==> src/core/exec_pkg.sv <==
package exec_pkg;
  localparam int PC_W = 16;
  localparam int OFS_W = 12;
  localparam int FLAG_C = 0;
  localparam int FLAG_Z = 1;
  localparam int FLAG_N = 2;
  localparam int FLAG_V = 3;
  localparam int FLAG_S = 4;
  localparam int FLAG_H = 5;
  localparam int FLAG_T = 6;
  localparam int FLAG_I = 7;
  localparam logic [7:0] FLAGS_RST = 8'h00;
  localparam logic [PC_W-1:0] PC_RST = 16'h0000;
  localparam logic [PC_W-1:0] STEP_1 = 16'h0001;
  localparam logic [PC_W-1:0] STEP_2 = 16'h0002;
  localparam logic [PC_W-1:0] STEP_3 = 16'h0003;
  localparam logic [15:0] PROD_RST = 16'h0000;
  localparam logic [7:0] MUL_KEEP = 8'hFC;
  localparam logic [1:0] CYC_1 = 2'h1;
  localparam logic [1:0] CYC_2 = 2'h2;
  localparam logic [1:0] CYC_3 = 2'h3;
  localparam logic [1:0] REG_FLAGS = 2'h0;
  localparam logic [1:0] REG_PC_LO = 2'h1;
  localparam logic [1:0] REG_PC_HI = 2'h2;
  localparam logic [1:0] REG_STATE = 2'h3;

  typedef enum logic [5:0] {
    plain_step, multiply_signed, multiply_signed_by_unsigned,
    fractional_multiply_unsigned, fractional_multiply_signed, fractional_multiply_mixed,
    relative_jump, pointer_jump, relative_call, pointer_call,
    compare_skip_equal, compare_registers, compare_with_carry_in, compare_immediate,
    skip_reg_bit_clear, skip_reg_bit_set, skip_io_bit_clear, skip_io_bit_set,
    branch_flag_set, branch_flag_clear, branch_equal, branch_not_equal,
    branch_carry_set, branch_carry_clear, branch_same_or_higher, branch_lower,
    branch_minus, branch_plus, branch_signed_ge, branch_signed_lt,
    branch_half_carry_set, branch_half_carry_clear, branch_transfer_bit_set,
    branch_transfer_bit_clear, branch_overflow_set, branch_overflow_clear
  } op_e;

  typedef struct packed {
    op_e op;
    logic [2:0] bit_sel;
    logic [OFS_W-1:0] offset;
    logic next_two_word;
    logic [7:0] op_d;
    logic [7:0] op_r;
    logic [7:0] io_val;
    logic [PC_W-1:0] z_ptr;
  } instr_s;

  typedef struct packed {
    logic wr;
    logic rd;
    logic [1:0] addr;
    logic [7:0] wdata;
  } bus_req_s;
endpackage : exec_pkg

==> src/core/multiply_branch_skip_unit.sv <==
// The implementer's own choices: the address map and strobed register access.
`timescale 1ns/1ps
// Behaviour
// - signed and mixed multiplies write 16-bit product to result pair in 2 cycles
// - fractional multiplies shift the product left one bit, also 2 cycles
// - multiplies touch only zero and carry flags
// - relative jump goes to pc+offset+1, pointer jump to pointer; 2 cycles
// - calls redirect like the matching jumps but take 3 cycles
// - compare-skip-equal advances 2 or 3 on match, else 1
// - register bit skips test one bit and skip on clear or set
// - io bit skips test one io bit and skip on clear or set
// - compares discard the difference, update Z N V C H, take 1 cycle
// - generic flag branch tests selected status bit, target pc+offset+1
// - equal branches on Z set, not-equal on Z clear
// - carry set and lower on C set; carry clear and same-or-higher on C clear
// - minus branches on N set, plus on N clear
// - signed ge branches when N xor V is 0, lt when 1
// - half-carry branches on H set or clear
// - transfer-bit branches on T set or clear
// - overflow branches on V set or clear, flags untouched
module multiply_branch_skip_unit (
  input wire logic clk,
  input wire logic nrst,
  input wire logic instr_valid,
  input wire exec_pkg::instr_s instr,
  output logic instr_ready,
  input wire exec_pkg::bus_req_s bus,
  output logic [7:0] rdata,
  output logic [exec_pkg::PC_W-1:0] pc,
  output logic [7:0] flags,
  output logic product_wr,
  output logic [15:0] product,
  output logic push_wr,
  output logic [exec_pkg::PC_W-1:0] push_addr
);
  import exec_pkg::*;

  typedef enum logic {st_idle, st_busy} state_e;

  state_e state;
  state_e next_state;
  logic [1:0] count;
  logic [1:0] next_count;
  logic [1:0] cyc;
  logic [PC_W-1:0] next_pc;
  logic [7:0] next_flags;
  logic [15:0] next_product;
  logic next_product_wr;
  logic next_push_wr;
  logic [PC_W-1:0] next_push_addr;
  logic [7:0] next_rdata;
  logic take;
  logic is_skip;
  logic is_br;
  logic cond;
  logic [PC_W-1:0] seq;
  logic [PC_W-1:0] rel_tgt;
  logic is_frac;
  logic sign_a;
  logic sign_b;
  logic signed [8:0] mul_a;
  logic signed [8:0] mul_b;
  logic signed [17:0] mul_full;
  logic [15:0] mul_raw;
  logic [15:0] mul_res;
  logic cmp_cin;
  logic [8:0] cmp_diff;
  logic [7:0] cmp_res;
  logic [7:0] dv;
  logic [7:0] rv;

  // a new word is only taken while idle; multi-cycle ops hold ready low
  assign take = instr_valid && instr_ready;
  assign seq = pc + STEP_1;
  assign rel_tgt = seq + {{(PC_W-OFS_W){instr.offset[OFS_W-1]}}, instr.offset};
  assign dv = instr.op_d;
  assign rv = instr.op_r;

  // 9-bit signed operands cover both signed and unsigned bytes
  assign is_frac = instr.op inside {fractional_multiply_unsigned, fractional_multiply_signed,
                                    fractional_multiply_mixed};
  assign sign_a = instr.op inside {multiply_signed, multiply_signed_by_unsigned,
                                   fractional_multiply_signed, fractional_multiply_mixed};
  assign sign_b = instr.op inside {multiply_signed, fractional_multiply_signed};
  assign mul_a = {sign_a & dv[7], dv};
  assign mul_b = {sign_b & rv[7], rv};
  assign mul_full = mul_a * mul_b;
  assign mul_raw = mul_full[15:0];
  assign mul_res = is_frac ? {mul_raw[14:0], 1'b0} : mul_raw;

  assign cmp_cin = (instr.op == compare_with_carry_in) ? flags[FLAG_C] : 1'b0;
  assign cmp_diff = {1'b0, dv} - {1'b0, rv} - {8'h00, cmp_cin};
  assign cmp_res = cmp_diff[7:0];

  always_comb begin
    next_pc = pc;
    next_flags = flags;
    next_product = product;
    next_product_wr = 1'b0;
    next_push_wr = 1'b0;
    next_push_addr = push_addr;
    next_state = state;
    next_count = count;
    cyc = CYC_1;
    is_skip = 1'b0;
    is_br = 1'b0;
    cond = 1'b0;
    if (bus.wr) begin
      case (bus.addr)
        REG_FLAGS: next_flags = bus.wdata;
        REG_PC_LO: next_pc[7:0] = bus.wdata;
        REG_PC_HI: next_pc[15:8] = bus.wdata;
        default: ;
      endcase
    end
    // an instruction taken in the same cycle overrides a software pc write and the flag bits it updates
    if (take) begin
      next_pc = seq;
      case (instr.op)
        multiply_signed, multiply_signed_by_unsigned, fractional_multiply_unsigned,
        fractional_multiply_signed, fractional_multiply_mixed: begin
          next_product_wr = 1'b1;
          next_product = mul_res;
          next_flags[FLAG_Z] = (mul_res == PROD_RST);
          next_flags[FLAG_C] = mul_raw[15];
          cyc = CYC_2;
        end
        relative_jump: begin
          next_pc = rel_tgt;
          cyc = CYC_2;
        end
        pointer_jump: begin
          next_pc = instr.z_ptr;
          cyc = CYC_2;
        end
        relative_call, pointer_call: begin
          next_push_wr = 1'b1;
          next_push_addr = seq;
          next_pc = (instr.op == relative_call) ? rel_tgt : instr.z_ptr;
          cyc = CYC_3;
        end
        compare_registers, compare_with_carry_in, compare_immediate: begin
          next_flags[FLAG_Z] = (cmp_res == 8'h00);
          next_flags[FLAG_N] = cmp_res[7];
          next_flags[FLAG_V] = (dv[7] & ~rv[7] & ~cmp_res[7]) | (~dv[7] & rv[7] & cmp_res[7]);
          next_flags[FLAG_C] = cmp_diff[8];
          next_flags[FLAG_H] = (~dv[3] & rv[3]) | (rv[3] & cmp_res[3]) | (cmp_res[3] & ~dv[3]);
        end
        compare_skip_equal: begin
          is_skip = 1'b1;
          cond = (dv == rv);
        end
        skip_reg_bit_clear: begin
          is_skip = 1'b1;
          cond = ~rv[instr.bit_sel];
        end
        skip_reg_bit_set: begin
          is_skip = 1'b1;
          cond = rv[instr.bit_sel];
        end
        skip_io_bit_clear: begin
          is_skip = 1'b1;
          cond = ~instr.io_val[instr.bit_sel];
        end
        skip_io_bit_set: begin
          is_skip = 1'b1;
          cond = instr.io_val[instr.bit_sel];
        end
        branch_flag_set: begin
          is_br = 1'b1;
          cond = flags[instr.bit_sel];
        end
        branch_flag_clear: begin
          is_br = 1'b1;
          cond = ~flags[instr.bit_sel];
        end
        branch_equal, branch_not_equal: begin
          is_br = 1'b1;
          cond = flags[FLAG_Z] ^ (instr.op == branch_not_equal);
        end
        branch_carry_set, branch_lower: begin
          is_br = 1'b1;
          cond = flags[FLAG_C];
        end
        branch_carry_clear, branch_same_or_higher: begin
          is_br = 1'b1;
          cond = ~flags[FLAG_C];
        end
        branch_minus, branch_plus: begin
          is_br = 1'b1;
          cond = flags[FLAG_N] ^ (instr.op == branch_plus);
        end
        branch_signed_ge, branch_signed_lt: begin
          is_br = 1'b1;
          cond = (flags[FLAG_N] ^ flags[FLAG_V]) ^ (instr.op == branch_signed_ge);
        end
        branch_half_carry_set, branch_half_carry_clear: begin
          is_br = 1'b1;
          cond = flags[FLAG_H] ^ (instr.op == branch_half_carry_clear);
        end
        branch_transfer_bit_set, branch_transfer_bit_clear: begin
          is_br = 1'b1;
          cond = flags[FLAG_T] ^ (instr.op == branch_transfer_bit_clear);
        end
        branch_overflow_set, branch_overflow_clear: begin
          is_br = 1'b1;
          cond = flags[FLAG_V] ^ (instr.op == branch_overflow_clear);
        end
        default: ;
      endcase
      if (is_skip && cond) begin
        next_pc = seq + (instr.next_two_word ? STEP_2 : STEP_1);
        cyc = instr.next_two_word ? CYC_3 : CYC_2;
      end
      if (is_br && cond) begin
        next_pc = rel_tgt;
        cyc = CYC_2;
      end
      next_count = cyc - CYC_1;
      next_state = (cyc == CYC_1) ? st_idle : st_busy;
    end else if (state == st_busy) begin
      next_count = count - CYC_1;
      if (count == CYC_1) begin
        next_state = st_idle;
      end
    end
  end

  always_ff @(posedge clk or negedge nrst) begin
    if (!nrst) begin
      state <= st_idle;
      count <= 2'h0;
      instr_ready <= 1'b1;
      pc <= PC_RST;
      flags <= FLAGS_RST;
      product <= PROD_RST;
      product_wr <= 1'b0;
      push_wr <= 1'b0;
      push_addr <= PC_RST;
    end else begin
      state <= next_state;
      count <= next_count;
      instr_ready <= (next_state == st_idle);
      pc <= next_pc;
      flags <= next_flags;
      product <= next_product;
      product_wr <= next_product_wr;
      push_wr <= next_push_wr;
      push_addr <= next_push_addr;
    end
  end

  // read data valid only in the cycle after the strobe, zero otherwise
  always_comb begin
    next_rdata = 8'h00;
    if (bus.rd) begin
      case (bus.addr)
        REG_FLAGS: next_rdata = flags;
        REG_PC_LO: next_rdata = pc[7:0];
        REG_PC_HI: next_rdata = pc[15:8];
        REG_STATE: next_rdata = {5'h00, state == st_busy, count};
        default: next_rdata = 8'h00;
      endcase
    end
  end

  always_ff @(posedge clk or negedge nrst) begin
    if (!nrst) begin
      rdata <= 8'h00;
    end else begin
      rdata <= next_rdata;
    end
  end

  logic [15:0] exp_multiply_signed;
  logic [15:0] exp_fractional_multiply_unsigned;
  logic [PC_W-1:0] exp_ofs;
  assign exp_multiply_signed = {{8{dv[7]}}, dv} * {{8{rv[7]}}, rv};
  assign exp_fractional_multiply_unsigned = ({8'h00, dv} * {8'h00, rv}) << 1;
  // offset extended on its own so target checks do not reuse the datapath sum
  assign exp_ofs = {{(PC_W-OFS_W){instr.offset[OFS_W-1]}}, instr.offset};
endmodule : multiply_branch_skip_unit

==> config.mk <==
export PLATFORM = sky130hd
export DESIGN_NAME = multiply_branch_skip_unit
export DESIGN_NICKNAME = d
export VERILOG_FILES = /design/src/core/exec_pkg.sv /design/src/core/multiply_branch_skip_unit.sv
export SDC_FILE = /design/constraint.sdc
export NUM_CORES = 1
export LEC_CHECK = 0
export BUFFER_PORTS_ARGS = -buffer_cell sky130_fd_sc_hd__clkbuf_2
export CAP_MARGIN = 15
export CORE_UTILIZATION = 59
export CTS_CLUSTER_SIZE = 16
export DETAILED_ROUTE_END_ITERATION = 8
export HOLD_SLACK_MARGIN = 0.1
export PLACE_DENSITY = 0.84
export SLEW_MARGIN = 30
export SYNTH_ARGS = -nofsm -noshare
export SYNTH_HDL_FRONTEND = slang
export SYNTH_SLANG_ARGS = --single-unit
==> constraint.sdc <==
create_clock -name clk -period 4.3 [get_ports clk]
set_input_delay 0.43 -clock clk [delete_from_list [all_inputs] [get_ports clk]]
set_output_delay 0.43 -clock clk [all_outputs]
set_load 0.05 [all_outputs]
==> summary.txt <==
Clock network
  • Clk Tree Root Cell: sky130_fd_sc_hd__clkbuf_16
  • Clock sinks: 70
  • Number of buffers added to fix hold violations after cts: 0
  • TritonCTS clock tree: yes
  • Register clock-pin slew on the reported worst setup and hold paths: 0.06 ns
  • Maximum buffer depth of the clock tree: 2
  • Clock latency at the later pin of the worst-skew pair: 0.33 ns
  • Number of buffers added by the clock tree synthesis step: 9
  • Deepest level of the CTS H-tree: 3

Outcome
  • Run status: finished with violations
  • Violated checks: negative setup slack

Drt
  • 1st-iter DRT viols: 1308
  • Drc violations: 0
  • Antenna Violating Nets Remaining: 0
  • Routed WL per cell: 20.1 um
  • Drt via density: 6.19
  • First-pass detailed-route iteration total: 6
  • Final wirelength: 30600 um
  • Vias: 9438

Worst setup path
  • Bufs and invs on worst path: 6
  • Worst path cell trace: buf_8, nor3_4, and4b_2, nand2_4, inv_2, fa_1, inv_1, fa_1, inv_1, fa_1, inv_1, fa_1, fa_1, inv_2, ha_4, a21oi_4, o21ai_4, a211oi_4, o21bai_2, a2111oi_4, o2111ai_2, nand3_1
  • Worst EP arrival: 5.56 ns
  • Kind of capture point of the worst setup path: flop
  • Peak per-stage delay on the critical path: 0.54 ns
  • Top cell family by delay on the critical path: adder cells
  • Critical path launch point type: input pin
  • Max Fanout on Critical Path: 3
  • Critical path's slowest cell: sky130_fd_sc_hd__fa_1
  • Crit-path most repeated cell: sky130_fd_sc_hd__fa_1
  • Required time of the critical path: 4.56 ns
  • Type of the worst setup path: input pin to flop

Flow run
  • Max-Cap Viols: 0

Layout
  • Area growth syn-to-layout: 26.5%
  • Fraction of layout instances using a drive strength above 1: 27.9%
  • Final-layout fill cell count: 1053
  • NumNets Final: 1531
  • Total non-filler cell area in the finished layout: 11700 um^2
  • Number of antenna diodes: 0

STA
  • Max Freq: 0.189 GHz
  • Setup WS post-layout: -0.998 ns
  • RSZ-0062 raised after global routing: yes
  • Number of pins with negative max-slew slack in the final report: 0
  • Minimum clock period after layout: 5.30 ns
  • Slew at the pin with the worst max-slew slack: 0.967 ns
  • Total of endpoints with negative setup slack in the final report: 10
  • Hold Slack: 0.173 ns
  • Part of the cycle the worst path needs: 123%
  • Setup skew after layout: 0.00428 ns
  • Max-Slew Margin vs Limit: 35.4%
  • Total count of hold-check failures in the final report: 0

Place
  • DP HPWL: 22800 um
  • Area post-placement: 10900 um^2
  • I/O Buffers: 143
  • Routability-driven placement congestion ratio: 1.03

Floorplanning
  • Die extent in x: 127 um
  • Initial Util: 60.5%
  • Chip Height: 127 um
  • # IOs: 144
  • Floorplan row count: 45
  • Die Area: 16200 um^2
  • Placeable core region: 15300 um^2

Pwr
  • P per Cell Area: 684 nW/um^2
  • Max IR drop VDD: 0.398 mV
  • Total leakage power: 5.62 nW

Global routing
  • Via count of the first global-routing pass: 8835
  • Wire length of the first global-routing pass: 45900 um
  • Pin count of the biggest net entering global routing: 43
  • Overall Global Routing Usage: 36.9%
  • Global-route congestion overflow total: 0
  • Number of antenna violations at the first check in global routing: 0

Synthesis
  • Fraction of synthesized cell area taken by the top area cell type: 18.7%
  • Mapped Nets: 1298
  • Average size of a mapped cell: 8.57 um^2
  • Most area-consuming cells after synthesis: sky130_fd_sc_hd__dfrtp_1 (19%), sky130_fd_sc_hd__fa_1 (15%), sky130_fd_sc_hd__ha_1 (10%)
  • Synth Register Bits: 70
  • Yosys warning count: 0
  • Proportion of synthesized chip area in sequential cells: 19.0%
  • Number of synthesized flops with an enable pin: 0
  • Most instantiated library cell after synthesis: sky130_fd_sc_hd__inv_1
  • Biggest area consumer among synthesized cells: sky130_fd_sc_hd__dfrtp_1
  • Cell count after synthesis: 1077
  • Cell area after synthesis: 9240 um^2
  • Top flip-flop cell by instance count after synthesis: sky130_fd_sc_hd__dfrtp_1
  • Unique masters post-synth: 81
  • Commonest cells in the netlist: sky130_fd_sc_hd__inv_1 (133), sky130_fd_sc_hd__nand2_1 (91), sky130_fd_sc_hd__ha_1 (77)
  • Share of flip-flops with an asynchronous set or reset after synthesis: 100%

Min path
  • Worst hold path type: input pin to async pin
path summary, 6_finish.rpt:
kind	from	to	slack, ns	cells past startpoint
hold / removal	nrst	push_addr[8]	0.17	1
hold reg to reg	product[8]	product[8]	0.48	2
setup / recovery	instr[57]	flags[1]	-1.0	22
min in group clk	bus[10]	rdata[2]	0.38	2
setup reg to reg	pc[0]	pc[13]	0.34	12
max in group asynchronous	nrst	product[8]	3.17	2
cells by family after synthesis:
kind of cell	count (synthesis)	share of synthesized area (%)
fa+ha+maj	144	25.0
buf+inv	177	7.44
xor+xnor	61	5.93
compound gates	239	17.4
mux	59	7.36
flops	70	19.0
simple gates	327	18.0
where the power goes:
group | switching [mW] | internal (mW) | leakage, nW | total, mW
logic | 3.72 | 2.25 | 4.60 | 5.98
clock network | 0.271 | 0.504 | 0.152 | 0.775
registers | 0.325 | 0.919 | 0.870 | 1.24
total | 4.32 | 3.67 | 5.62 | 8.00
cells in the final DEF (no fill, tap or decap), types with 11 or more instances in the layout:
cell,instances
sky130_fd_sc_hd__nand3_1,27
sky130_fd_sc_hd__nand2_1,89
sky130_fd_sc_hd__and2_1,47
sky130_fd_sc_hd__mux2i_1,42
sky130_fd_sc_hd__o21ai_1,16
sky130_fd_sc_hd__nor2b_1,14
sky130_fd_sc_hd__xor2_1,19
sky130_fd_sc_hd__inv_1,124
sky130_fd_sc_hd__buf_4,117
sky130_fd_sc_hd__o21a_1,12
sky130_fd_sc_hd__a21oi_1,36
sky130_fd_sc_hd__ha_1,67
sky130_fd_sc_hd__clkbuf_2,136
sky130_fd_sc_hd__nor2_1,59
sky130_fd_sc_hd__nand4_1,12
sky130_fd_sc_hd__dfrtp_1,69
sky130_fd_sc_hd__xnor2_1,37
sky130_fd_sc_hd__o211ai_1,11
sky130_fd_sc_hd__fa_1,65
sky130_fd_sc_hd__o21ai_0,59
sky130_fd_sc_hd__nor3_1,13
sky130_fd_sc_hd__a31oi_1,11
per-layer routing:
metal | share of wire (%) | wire length [um] | track usage, % | vias to the layer above
li1 | - | - | - | 4203
met1 | 40 | 12100 | 50.9 | 4445
met5 | 0 | 0 | 0 | -
met2 | 44 | 13500 | 56.8 | 690
met3 | 13 | 3910 | 10.1 | 100
met4 | 3.4 | 1050 | 11.1 | 0
flip-flops by register name, indices dropped and copies added (netlist names):
name,count
pc,16
product,16
push_addr,16
flags,8
rdata,8
count,2
instr_ready,1
product_wr,1
push_wr,1
state,1
final cells by class:
type	instances	area [um^2]	share of cell area [%]
multi-input combinational	830	7170	61.3
sequential	70	1750	15.0
timing repair buffer	264	1680	14.4
inverter	135	509	4.36
tap	211	264	2.26
clock buffer	9	225	1.93
clock inverter	6	86.3	0.739
worst reg2reg max path: cells and delay by family, from the launching register on:
family / cells / cell delay, ns
AO/OA/AOI/OAI: 5 / 1.08
AND/OR/NAND/NOR: 4 / 0.94
flip-flops: 1 / 0.54
adder cells (fa/ha/maj): 1 / 0.47
XOR/XNOR: 1 / 0.40
buffers and inverters: 1 / 0.40
stage by stage:
step	worst slack (ns)	util, %	TNS (ns)	power, mW	instances
6_report	-0.998	76.6	-7.37	8.00	1525
4_1_cts	-0.871	75.0	-6.20	7.38	1516
2_1_floorplan	-1.17	-	-8.39	4.71	1077
5_1_grt	-1.11	76.6	-8.71	8.37	1525
3_3_place_gp	-1.25	71.7	-10.37	6.18	1492
3_5_place_dp	-1.34	71.7	-11.68	6.33	1492
repair_timing:
item / in CTS / in global routing
setup buffers: 10 / 9
endpoints found under the setup margin: 11 / 11
resized for setup: 23 / 50
pin swaps: 22 / 24
No activity file was read; power rests on OpenSTA's default activity.
